[config.mk]
export PLATFORM = sky130hd
export DESIGN_NAME = cri_clkout
export DESIGN_NICKNAME = d
export VERILOG_FILES = /design/src/core/cri_pkg.sv /design/src/core/cri_clkout.sv
export SDC_FILE = /design/constraint.sdc
export NUM_CORES = 1
export LEC_CHECK = 0
export BUFFER_PORTS_ARGS = -buffer_cell sky130_fd_sc_hd__buf_2
export CAP_MARGIN = 20
export CORE_AREA = 2 2 46 48
export DETAILED_ROUTE_END_ITERATION = 8
export DIE_AREA = 0 0 48 50
export PLACE_DENSITY = 0.78
export SKIP_LAST_GASP = 1
export SLEW_MARGIN = 20
export SYNTH_ARGS = -nofsm -noshare
export SYNTH_HDL_FRONTEND = slang
export SYNTH_SLANG_ARGS = --single-unit
export TNS_END_PERCENT = 10
[constraint.sdc]
create_clock -name i_clk -period 2.5 [get_ports i_clk]
set_clock_uncertainty 0.2 [all_clocks]
set_input_delay 0.75 -clock i_clk [delete_from_list [all_inputs] [get_ports i_clk]]
set_output_delay 0.75 -clock i_clk [all_outputs]
set_load 0.02 [all_outputs]
[src/core/cri_pkg.sv]
// Functional notes
// - Drive buffered system clock copy on clock output, full or half rate.
// - Half-rate select bit chooses full or half rate clock output.
// - Output-enable bit gates the clock output; defaults enabled after init.
// - Power-on: 1024-clock initialization, then all mode settings at defaults.
// - External reset release starts 1024-clock initialization, then defaults.
package cri_pkg;
    localparam int CLK_PERIOD_NS = 100;
    localparam int INIT_CLOCKS = 1024;
    localparam int CNT_W = 11;
    localparam logic [CNT_W-1:0] CNT_LAST = CNT_W'(INIT_CLOCKS - 1);
    localparam logic DIV_RESET = 1'b0;
    localparam logic EN_RESET = 1'b1;

    typedef enum logic [2:0] {
        CRI_ST_HOLD = 3'b001,
        CRI_ST_INIT = 3'b010,
        CRI_ST_RUN = 3'b100
    } cri_state_e;

    typedef struct packed {
        logic half_rate_sel;
        logic enable_bit;
    } cri_mode_s;
endpackage

[src/core/cri_clkout.sv]
`timescale 1ns/1ns
`default_nettype none
module cri_clkout (
    input wire logic i_clk, // System clock
    input wire logic i_rstn, // Power-on reset, sync, active low
    input wire logic i_ce, // Clock enable, freezes state when low
    input wire logic i_external_reset_low, // External reset pin, active low
    input wire cri_pkg::cri_mode_s i_mode, // Mode bits from control register
    input wire logic i_mode_wr, // Mode write strobe
    output logic o_buffered_clock_out, // Clock output pin
    output logic o_init_busy, // Initialization in progress
    output var cri_pkg::cri_mode_s o_mode // Current mode bits
);
    import cri_pkg::*;

    logic rst_meta_reg;
    logic rst_sync_reg;
    cri_state_e state_reg;
    logic [CNT_W-1:0] cnt_reg;
    cri_mode_s mode_reg;
    logic phase_reg;
    logic [CNT_W-1:0] init_len_reg;

    // One place for the reset default of the mode bits
    function automatic cri_mode_s mode_default();
        return '{half_rate_sel: DIV_RESET, enable_bit: EN_RESET};
    endfunction

    always_ff @(posedge i_clk) begin
        if (!i_rstn) begin
            rst_meta_reg <= 1'b0;
            rst_sync_reg <= 1'b0;
        end else if (i_ce) begin
            rst_meta_reg <= i_external_reset_low;
            rst_sync_reg <= rst_meta_reg;
        end
    end

    always_ff @(posedge i_clk) begin
        if (!i_rstn) begin
            state_reg <= CRI_ST_INIT;
            cnt_reg <= '0;
        end else if (i_ce) begin
            if (!rst_sync_reg) begin
                state_reg <= CRI_ST_HOLD;
                cnt_reg <= '0;
            end else begin
                case (state_reg)
                    CRI_ST_HOLD: begin
                        state_reg <= CRI_ST_INIT;
                        cnt_reg <= '0;
                    end
                    CRI_ST_INIT: begin
                        if (cnt_reg == CNT_LAST) begin
                            state_reg <= CRI_ST_RUN;
                        end
                        cnt_reg <= cnt_reg + CNT_W'(1);
                    end
                    CRI_ST_RUN: begin
                        state_reg <= CRI_ST_RUN;
                    end
                    default: begin
                        state_reg <= CRI_ST_INIT;
                        cnt_reg <= '0;
                    end
                endcase
            end
        end
    end

    always_ff @(posedge i_clk) begin
        if (!i_rstn) begin
            mode_reg <= mode_default();
        end else if (i_ce) begin
            if (state_reg != CRI_ST_RUN || !rst_sync_reg) begin
                mode_reg <= mode_default();
            end else if (i_mode_wr) begin
                mode_reg <= i_mode;
            end
        end
    end

    // Output registered at twice the phase rate is not possible
    // on one edge, so full rate is modelled as a per-cycle toggle of the
    // sampled clock image; half rate toggles every second cycle.
    always_ff @(posedge i_clk) begin
        if (!i_rstn) begin
            phase_reg <= 1'b0;
            o_buffered_clock_out <= 1'b0;
        end else if (i_ce) begin
            phase_reg <= ~phase_reg;
            if (!mode_reg.enable_bit) begin
                o_buffered_clock_out <= 1'b0;
            end else if (!mode_reg.half_rate_sel || phase_reg) begin
                o_buffered_clock_out <= ~o_buffered_clock_out;
            end
        end
    end

    always_ff @(posedge i_clk) begin
        if (!i_rstn) begin
            o_init_busy <= 1'b1;
            o_mode <= mode_default();
        end else if (i_ce) begin
            o_init_busy <= (state_reg != CRI_ST_RUN);
            o_mode <= mode_reg;
        end
    end

    // Helper for the assertions only: cycles spent in INIT so far
    always_ff @(posedge i_clk) begin
        if (!i_rstn) begin
            init_len_reg <= '0;
        end else if (i_ce) begin
            if (state_reg == CRI_ST_INIT) begin
                init_len_reg <= init_len_reg + CNT_W'(1);
            end else begin
                init_len_reg <= '0;
            end
        end
    end
endmodule
`default_nettype wire

# Word level (Yosys, flattened, before mapping)
# Index checks and enable logic that the tools add are counted.
dict set report totals {
  regBits 23
  output_inout_bits 4
  wordCells 39
}
dict set report op_classes {
  add_sub_neg 1
  eq_ne 7
  mux 9
  n_bitwise 2
  reduce_logical 9
}
# cell n
set op_table {}
lappend op_table {{$pmux W11 S2} 1}
lappend op_table {{$add A11 B1 Y11 const B} 1}
lappend op_table {{$eq A11 B10 Y1 const B} 1}
lappend op_table {{$mux W11} 1}
lappend op_table {{$reduce_and A2 Y1} 4}
lappend op_table {{$mux W3} 2}
lappend op_table {{$ne A3 B3 Y1 const B} 2}
lappend op_table {{$pmux W3 S2} 1}
lappend op_table {{$mux W2} 2}
lappend op_table {{$eq A3 B2 Y1 const B} 1}
lappend op_table {{$eq A3 B3 Y1 const B} 1}
lappend op_table {{$logic_not A1 Y1} 2}
lappend op_table {{$logic_or A1 B1 Y1} 2}
lappend op_table {{$mux W1} 2}
lappend op_table {{$ne A2 B1 Y1 const B} 1}
lappend op_table {{$ne A2 B2 Y1 const B} 1}
lappend op_table {{$not A1 Y1} 2}
lappend op_table {{$reduce_bool A2 Y1} 1}

# Logic depth before layout (Yosys ltp)
# Gate-level depths: netlist of run 1.
dict set report logic_depth {
  word_depth 4
  ltp_mapped 5
}

# Worst setup path after synthesis of run 1
# No wires, ideal clock.
dict set report synth_timing {
  path_type {input to register}
  startpoint {in i_rstn}
  endpoint {reg cnt_reg[9]}
  t_arrival_ns 1.542
  required_ns 2.180
  setup_slack_ns 0.638
  path_stages 4
  n_path_buf 0
  cell_sequence {nor2b_1 > a41oi_2 > a31oi_1 > a211o_1}
}
# item line_no
set synth_rtl {}
lappend synth_rtl {{start, declared} cri_clkout.sv:5} ;# input wire logic i_rstn,
lappend synth_rtl {{end signal, assigned} cri_clkout.sv:57} ;# cnt_reg <= cnt_reg + CNT_W'(1);
lappend synth_rtl {{end, declared} cri_clkout.sv:19} ;# logic [CNT_W-1:0] cnt_reg;

# Final worst setup path of run 1
dict set report layout_timing {
  startpoint {reg o_buffered_clock_out}
  endpoint {out o_buffered_clock_out}
}
# item line_no
set layout_rtl {}
lappend layout_rtl {{start, declared} cri_clkout.sv:10} ;# output logic o_buffered_clock_out,
lappend layout_rtl {{start signal, assigned} cri_clkout.sv:95} ;# o_buffered_clock_out <= ~o_buffered_clock_out;
# No word-level cell between the ends.

==> flow_metrics.tcl, run 1 <==
set metrics [dict create \
    status "finished clean" \
    whs_path_depth 2 \
    setup-violations-final 0 \
    fmax_mhz 559 \
    max_slew.worst_pin.slew_ns 0.262 \
    cts_max_level 1 \
    core_area_mm2 0.00190 \
    post_cts_buffers 0 \
    min_period_over_period_pct 71.6 \
    synth_warnings 0 \
    antenna_found_initial 0 \
    die_h_um 50 \
    most-common-layout-cells "23 x dfxtp_1, 10 x nor2_1, 10 x nand2_1, 10 x buf_2" \
    io-pin-count 11 \
    worstReg2RegEnd "cnt_reg[10]$_SDFFE_PN0P_" \
    vias 872 \
    power_frac_seq_pct 63.6 \
    hold_viol_final 0 \
    synth_top_area_share_pct 42.4 \
    p_leak_nw 0.466 \
    slowest_stage "dfxtp_1" \
    postCtsHoldBufs 0 \
    finalHoldWorstSlack_ns 0.294 \
    max-vdd-ir-drop_uv 331 \
    power.share.clock_pct 27.9 \
    path_cells "buf_2" \
    drive_gt1_share_pct 15.4 \
    area_delta_synth_final_pct 10.4 \
    slew_violations 0 \
    place.gp.congestion 0.779 \
    grt_first_pass_wirelength_mm 3.19 \
    async_flop_share_pct 0 \
    yosys.area.top_type "dfxtp_1" \
    power_density_mw_per_mm2 503 \
    switching_share_pct 23.3 \
    power.combinational.fraction_pct 8.5 \
    detailed_place_hpwl_mm 1.42 \
    grt_pass1_vias 798 \
    diodes 0 \
    antenna_left 0 \
    p_switching_w 0.000140 \
    r2r_slack_ns 0.82 \
    detail_route.wl_per_cell_um 12.4 \
    fin_crit_ns 1.79 \
    synth_fp_nets 125 \
    end_kind "primary output" \
    die_area_mm2 0.00240 \
    clock-root-buffer "clkbuf_4" \
    drt_iter0_drc 16 \
    ys_dominant_reg_cell "dfxtp_1" \
    seq_area_frac_synth_pct 42.4 \
    overflow 0 \
    slew_headroom_pct 82.5 \
    path_clk_slew_ns 0.12 \
    largest_reg_flops 11 \
    synthTopCellsByArea "dfxtp_1 42%, xor2_1 5.7%, nor2b_1 4.0%, mux2i_1 3.7%, nand2_1 3.5%" \
    cp_num_buf_inv 1 \
    numCtsBuffers 3 \
    routed_wl_mm 1.95 \
    path_delay_family "flip-flops" \
    min_from "o_mode[0]$_SDFFE_PN1P_" \
    crit_type "flop to primary output" \
    cts_resized 0 \
    synth-edff-count 0 \
    crit_arrival_ns 0.84 \
    die_w_um 48 \
    insertion_delay_ns 0.31 \
    intPower_w 0.000462 \
    holdPathEnd "o_mode[0]$_SDFFE_PN1P_" \
    grtUsageTotal_pct 18.3 \
    drv_cap 0 \
    hp-class "flop to flop" \
    final_common_cell "dfxtp_1" \
    r2r-start "cnt_reg[0]$_SDFFE_PN0P_" \
    port-buffer-count 10 \
    setup_tns_ns 0 \
    first_pass_iters 4 \
    grt_max_degree 18 \
    critPathRequiredTime_ns 1.55 \
    ys_types 36 \
    synth.avg_cell_area_um2 9.27 \
    start_kind "flop" \
    grt_setup_unrepaired "no" \
    syn_area_mm2 0.00108 \
    synth_cells 117 \
    synth_seq_cells 23 \
    cts_tree "yes" \
    start_util_pct 57.0 \
    reg2regPathDepth 5 \
    viasPerCell 5.55 \
    fin_nets 139 \
    drc 0 \
    rows 16 \
    cp_max_fo 3 \
    clockBufferDepth 2 \
    cts.sinks 23 \
    worst_path_largest_cell_delay_ns 0.36 \
]
[cells by family (layout without fill, tap and decap cells)]
| kind of cell | Yosys count | count (layout) | synth area share [%] |
|---|---|---|---|
| AO/OA/AOI/OAI | 16 | 16 | 10.4 |
| flip-flops | 23 | 23 | 42.4 |
| buffers and inverters | 4 | 17 | 1.50 |
| XOR/XNOR | 10 | 10 | 8.07 |
| multiplexers | 4 | 4 | 3.69 |
| AND/OR/NAND/NOR | 59 | 59 | 32.8 |
| adder cells (fa/ha/maj) | 1 | 1 | 1.15 |
[synthesized netlist by cell type (2+ instances only)]
cell and number:
a21boi_0 3, a21oi_1 2, and2_1 2, and3_1 2, and4_1 3, and4b_1 2, clkbuf_1 2, dfxtp_1 23
mux2i_1 4, nand2_1 10, nand2b_1 2, nand3_1 6, nand4_1 3, nor2_1 10, nor2b_1 7, nor3_1 3
nor3b_1 2, o21ai_0 5, xnor2_1 3, xor2_1 7
[final cells by class]
cell class | instances | area [um2]
fillers | 172 | 704
multi-input cells | 90 | 608
flip-flops and latches | 23 | 460
repair buffers | 12 | 65.1
well taps | 27 | 33.8
clock buffers | 4 | 26.3
inverters | 1 | 3.75
[per-stage QoR]
stage	power [W]	utilization, %	setup WS [ns]	cell area, um2	instances
floorplan	0.000425	-	0.638	1080	117
global placement	0.000441	61.6	0.419	1170	153
detailed placement	0.000443	61.6	0.386	1170	153
CTS	0.000611	63.0	0.698	1200	157
global route	0.000632	63.0	0.638	1200	157
finish	0.000602	63.0	0.711	1200	157
[how the worst max path moves through the flow]
stage                                    end  slack (ns)  cells after the start                         startpoint
finish                  o_buffered_clock_out        0.71                      1  o_buffered_clock_out$_SDFFE_PN0P_
global route        cnt_reg[10]$_SDFFE_PN0P_        0.64                      5                               i_ce
CTS                     o_buffered_clock_out        0.70                      1  o_buffered_clock_out$_SDFFE_PN0P_
detailed placement   cnt_reg[9]$_SDFFE_PN0P_        0.39                      6                               i_ce
global placement     cnt_reg[9]$_SDFFE_PN0P_        0.42                      6                               i_ce
floorplan            cnt_reg[9]$_SDFFE_PN0P_        0.64                      4                             i_rstn
[routing by layer]
layer	global-route usage [%]	vias to the layer above	wire length (um)	part of all wire, %
met5	0	-	0	0
li1	-	443	-	-
met4	8.11	0	22	1.1
met1	23.3	406	982	50
met3	3.30	4	58	3.0
met2	29.1	19	882	45
[power groups by stage]
stage / combinational, W / sequential (W) / clock (W)
2_1_floorplan: 0.0000331 / 0.000392 / 0
3_3_place_gp: 0.0000500 / 0.000391 / 0
3_5_place_dp: 0.0000516 / 0.000392 / 0
4_1_cts: 0.0000519 / 0.000383 / 0.000175
5_1_grt: 0.0000570 / 0.000385 / 0.000190
6_report: 0.0000513 / 0.000383 / 0.000168
Power figures use the tool's default switching activity.
==> run 2: changes to the inputs <==
- ABC_AREA: default -> 1
- CORE_AREA: 2 2 46 48 -> 2 2 48 50
- DIE_AREA: 0 0 48 50 -> 0 0 50 52
- PLACE_DENSITY: 0.78 -> 0.73
- clock period: 2.5 -> 1.8 ns (I/O delays scaled with it)
==> flow_metrics.tcl, run 2 <==
set metrics [dict create \
    status "finished clean" \
    switching_share_pct 25.9 \
    cts.sinks 23 \
    drive_gt1_share_pct 19.8 \
    synth_seq_cells 23 \
    max_slew.worst_pin.slew_ns 0.253 \
    yosys.area.top_type "dfxtp_1" \
    synth_fp_nets 158 \
    p_leak_nw 0.504 \
    post_cts_buffers 0 \
    end_kind "primary output" \
    port-buffer-count 10 \
    antenna_found_initial 0 \
    first_pass_iters 4 \
    hold_viol_final 0 \
    synth_cells 150 \
    die_w_um 50 \
    fillers 215 \
    syn_area_mm2 0.00111 \
    detailed_place_hpwl_mm 1.58 \
    cts_max_level 1 \
    fin_nets 171 \
    path_delay_family "flip-flops" \
    grt_setup_unrepaired "no" \
    power_frac_seq_pct 62.1 \
    slew_violations 0 \
    async_flop_share_pct 0 \
    slew_headroom_pct 83.1 \
    setup_tns_ns 0 \
    synthTopCellsByCount "31 x nand2_1, 23 x dfxtp_1, 19 x inv_1" \
    postCtsHoldBufs 0 \
    synth_top_area_share_pct 41.4 \
    start_util_pct 52.8 \
    synthTopCellsByArea "dfxtp_1 41%, nand2_1 10%, inv_1 6.4%, nor2_1 5.7%, a21oi_1 5.0%" \
    cts_resized 0 \
    grt_max_degree 13 \
    start_kind "flop" \
    grt_first_pass_wirelength_mm 3.67 \
    rows 17 \
    drt_iter0_drc 9 \
    hp-class "primary input to flop" \
    power.share.clock_pct 27.0 \
    synth.avg_cell_area_um2 7.41 \
    die_h_um 52 \
    area_delta_synth_final_pct 8.67 \
    p_switching_w 0.000226 \
    path_clk_slew_ns 0.13 \
    io-pin-count 11 \
    intPower_w 0.000645 \
    clock-root-buffer "clkbuf_4" \
    numCtsBuffers 3 \
    cp_num_buf_inv 1 \
    grt_pass1_vias 901 \
    fmax_mhz 625 \
    synth_warnings 0 \
    place.gp.congestion 0.826 \
    antenna_left 0 \
    worst_path_largest_cell_delay_ns 0.38 \
    largest_reg_flops 11 \
    min_period_over_period_pct 88.9 \
    cts_tree "yes" \
    routed_wl_mm 2.06 \
    seq_area_frac_synth_pct 41.4 \
    critPathRequiredTime_ns 1.06 \
    vias 960 \
    cp_max_fo 3 \
    overflow 0 \
    crit_type "flop to primary output" \
    final_common_cell "nand2_1" \
    most-common-layout-cells "31 x nand2_1, 23 x dfxtp_1, 19 x inv_1" \
    diodes 0 \
    core_area_mm2 0.00211 \
    synth-edff-count 0 \
    finalNonFillerCells 190 \
    detail_route.wl_per_cell_um 10.8 \
    dp.cells 186 \
    insertion_delay_ns 0.31 \
    viasPerCell 5.05 \
    drv_cap 0 \
    power.combinational.fraction_pct 10.9 \
    path_cells "buf_2" \
    slowest_stage "dfxtp_1" \
    ys_types 25 \
    max-vdd-ir-drop_uv 549 \
    crit_arrival_ns 0.86 \
    drc 0 \
    yosys.cell_count.top_type "nand2_1" \
    grtUsageTotal_pct 18.4 \
    setup-violations-final 0 \
    clockBufferDepth 2 \
    die_area_mm2 0.00260 \
    ys_dominant_reg_cell "dfxtp_1" \
    power_density_mw_per_mm2 721 \
    fin_crit_ns 1.60 \
]
==> run 2: cell count changes after synthesis, sizes merged, moves of 6 or more <==
cell / previous run / this run
a21oi: 2 / 14
inv: 1 / 22
nand2: 10 / 33
nand3: 6 / 13
nor2: 11 / 22
nor2b: 7 / 0
xor2: 7 / 1
==> run 2: path summary, 6_finish.rpt <==
| kind | start | end | slack, ns | depth (start not counted) |
|---|---|---|---|---|
| setup reg to reg | cnt_reg[0]$_SDFFE_PN0P_ | state_reg[1]$_SDFFE_PN1P_ | 0.21 | 8 |
| setup / recovery | o_buffered_clock_out$_SDFFE_PN0P_ | o_buffered_clock_out | 0.20 | 1 |
| hold / removal | i_external_reset_low | rst_meta_reg$_SDFFE_PN0P_ | 0.26 | 3 |
| hold reg to reg | state_reg[0]$_SDFFE_PN0P_ | state_reg[0]$_SDFFE_PN0P_ | 0.27 | 2 |
==> run 2: cells by family (layout without fill, tap and decap cells) <==
group,Yosys count,after routing,synth area share (%)
and+or+nand+nor,74,74,33.4
AOI/OAI and AO/OA,26,26,14.0
adders and majority gates,1,1,1.13
xor gates and xnor gates,1,1,0.788
DFF,23,23,41.4
buffers and inverters,25,37,9.23
==> run 2: per-stage QoR <==
step	power (W)	hold WS (ns)	instance area, um2	worst slack [ns]	util (%)
floorplan	0.000621	0.237	1110	0.355	-
global placement	0.000644	0.247	1180	0.196	56.1
detailed placement	0.000647	0.258	1180	0.121	56.1
CTS	0.000876	0.255	1210	0.200	57.3
global route	0.000912	0.282	1210	0.0726	57.3
finish	0.000870	0.260	1210	0.200	57.3
==> run 2: metal layers <==
| metal | wire length (um) | track usage [%] |
|---|---|---|
| met4 | 25 | 8.33 |
| met2 | 994 | 30.7 |
| met1 | 966 | 23.5 |
| met3 | 71 | 2.59 |
| met5 | 0 | 0 |
==> run 2: cell type report <==
class,count,area (um2),share of cell area (%)
inverters,23,87.6,7.25
clock buffers,4,26.3,2.18
repair buffers,10,50.0,4.15
well taps,28,35.0,2.90
flip-flops and latches,23,460,38.1
multi-input cells,102,548,45.4
==> run 2: power groups by stage <==
| stage | combinational [W] | clock [W] | sequential, W |
|---|---|---|---|
| floorplan | 0.0000651 | 0 | 0.000556 |
| finish | 0.0000952 | 0.000235 | 0.000540 |
| detailed placement | 0.0000956 | 0 | 0.000552 |
| global route | 0.000108 | 0.000261 | 0.000543 |
| global placement | 0.0000932 | 0 | 0.000551 |
| CTS | 0.0000967 | 0.000239 | 0.000540 |
==> run 2: tightest hold or removal path: stages <==
cell and delay, ns:
buf_2 0.08, nor2_1 0.03, nor2_1 0.08
==> run 3: changes to the inputs <==
- CORE_AREA: 2 2 48 50 -> 2 2 53 55
- DIE_AREA: 0 0 50 52 -> 0 0 55 57
- PLACE_DENSITY: 0.73 -> 0.62
==> flow_metrics.tcl, run 3 (same netlist as run 2, synthesis figures left out) <==
set metrics [dict create \
    status "finished clean" \
    slew_headroom_pct 83.3 \
    clockBufferDepth 2 \
    diodes 0 \
    final_common_cell "nand2_1" \
    port-buffer-count 10 \
    cp_max_fo 5 \
    grt_first_pass_wirelength_mm 3.77 \
    crit_type "flop to flop" \
    finalNonFillerCells 193 \
    max_slew.worst_pin.slew_ns 0.251 \
    slew_violations 0 \
    grt-busiest-layer "met2" \
    vias 967 \
    grt_setup_unrepaired "no" \
    cts_max_level 1 \
    min_period_over_period_pct 88.8 \
    post_cts_buffers 0 \
    grt_max_degree 14 \
    p_switching_w 0.000233 \
    first_pass_iters 4 \
    path_clk_slew_ns 0.13 \
    power_frac_seq_pct 61.8 \
    setup_tns_ns 0 \
    numCtsBuffers 3 \
    antenna_found_initial 0 \
    seq_area_um2 460 \
    cp_common_cell "nor2_1" \
    p_leak_nw 0.507 \
    grt_pass1_vias 919 \
    slowest_stage "dfxtp_1" \
    drt_iter0_drc 19 \
    drc 0 \
    met1_usage_pct 21.0 \
    max-vdd-ir-drop_uv 479 \
    path_cells "ha_1 -> nand3_1 -> nor2_4 -> nand2_1 -> nor2_1 -> xor2_1 -> nor2_1" \
    power.combinational.fraction_pct 10.9 \
    cts.sinks 23 \
    start_util_pct 42.5 \
    setup-violations-final 0 \
    switching_share_pct 26.7 \
    detail_route.wl_per_cell_um 10.6 \
    die_w_um 55 \
    overflow 0 \
    start_kind "flop" \
    drv_cap 0 \
    grtUsageTotal_pct 16.1 \
    critPathRequiredTime_ns 1.82 \
    place.gp.congestion 0.738 \
    clock-root-buffer "clkbuf_4" \
    worst_path_largest_cell_delay_ns 0.41 \
    viasPerCell 5.01 \
    fmax_mhz 626 \
    finalHoldWorstSlack_ns 0.266 \
    multi_input_area_um2 548 \
    routed_wl_mm 2.05 \
    insertion_delay_ns 0.31 \
    core_area_mm2 0.00262 \
    dp.cells 189 \
    cts_tree "yes" \
    postCtsHoldBufs 0 \
    detailed_place_hpwl_mm 1.61 \
    largest_reg_flops 11 \
    most-common-layout-cells "31 x nand2_1, 23 x dfxtp_1, 19 x inv_1" \
    cts_resized 0 \
    use_met2_pct 25.9 \
    hp-class "primary input to flop" \
    fin_nets 171 \
    rows 19 \
    power.share.clock_pct 27.3 \
    io-pin-count 11 \
    end_kind "flop" \
    fin_crit_ns 1.60 \
    drive_gt1_share_pct 20.4 \
    crit_arrival_ns 1.61 \
    met3_usage_pct 2.36 \
    intPower_w 0.000641 \
    hold_viol_final 0 \
    die_area_mm2 0.00314 \
    antenna_left 0 \
    power_density_mw_per_mm2 721 \
    fillers 292 \
    die_h_um 57 \
    area_delta_synth_final_pct 9.12 \
]
[run 3: changes by cell type in the layout (fill, tap and decap cells not counted)]
cell	delta
clkinv_2	+1
clkbuf_1	-1
[run 3: layout make-up]
cell class	count	share of cell area (%)
flip-flops and latches	23	38.0
clock inverters	1	0.413
multi-input cells	102	45.2
repair buffers	10	4.13
inverters	23	7.22
well taps	31	3.20
clock buffers	3	1.86
[run 3: metal layers]
metal / wire [um] / share of wire [%]
met1: 968 / 47
met2: 991 / 48
met3: 68 / 3.3
met4: 25 / 1.2
met5: 0 / 0
[run 3: worst max-delay path, delay by kind of cell, from the launching register on]
family | cells | cell delay (ns)
flip-flops | 1 | 0.41
XOR/XNOR | 1 | 0.16
AND/OR/NAND/NOR | 5 | 0.51
adder cells (fa/ha/maj) | 1 | 0.22
[run 3: worst paths after layout]
check,from,end,cells after the start,slack [ns]
max reg2reg,cnt_reg[0]$_SDFFE_PN0P_,cnt_reg[8]$_SDFFE_PN0P_,7,0.20
max,cnt_reg[0]$_SDFFE_PN0P_,cnt_reg[8]$_SDFFE_PN0P_,7,0.20
min reg2reg,cnt_reg[10]$_SDFFE_PN0P_,cnt_reg[10]$_SDFFE_PN0P_,2,0.27
min,i_external_reset_low,rst_meta_reg$_SDFFE_PN0P_,3,0.27
[run 3: power by group through the flow]
stage / Sequential [W] / Clock [W] / Combinational, W
2_1_floorplan: 0.000556 / 0 / 0.0000651
3_3_place_gp: 0.000551 / 0 / 0.0000948
3_5_place_dp: 0.000552 / 0 / 0.0000966
4_1_cts: 0.000541 / 0.000255 / 0.0000967
5_1_grt: 0.000543 / 0.000269 / 0.000109
6_report: 0.000541 / 0.000238 / 0.0000955
[run 3: stage by stage]
stage	setup slack, ns	power (W)	util [%]	instance area (um2)
after floorplan	0.355	0.000621	-	1110
after global placement	0.199	0.000646	45.3	1180
after detailed placement	0.165	0.000648	45.3	1180
after CTS	0.190	0.000893	46.4	1210
after global routing	0.0590	0.000921	46.4	1210
final	0.202	0.000874	46.4	1210
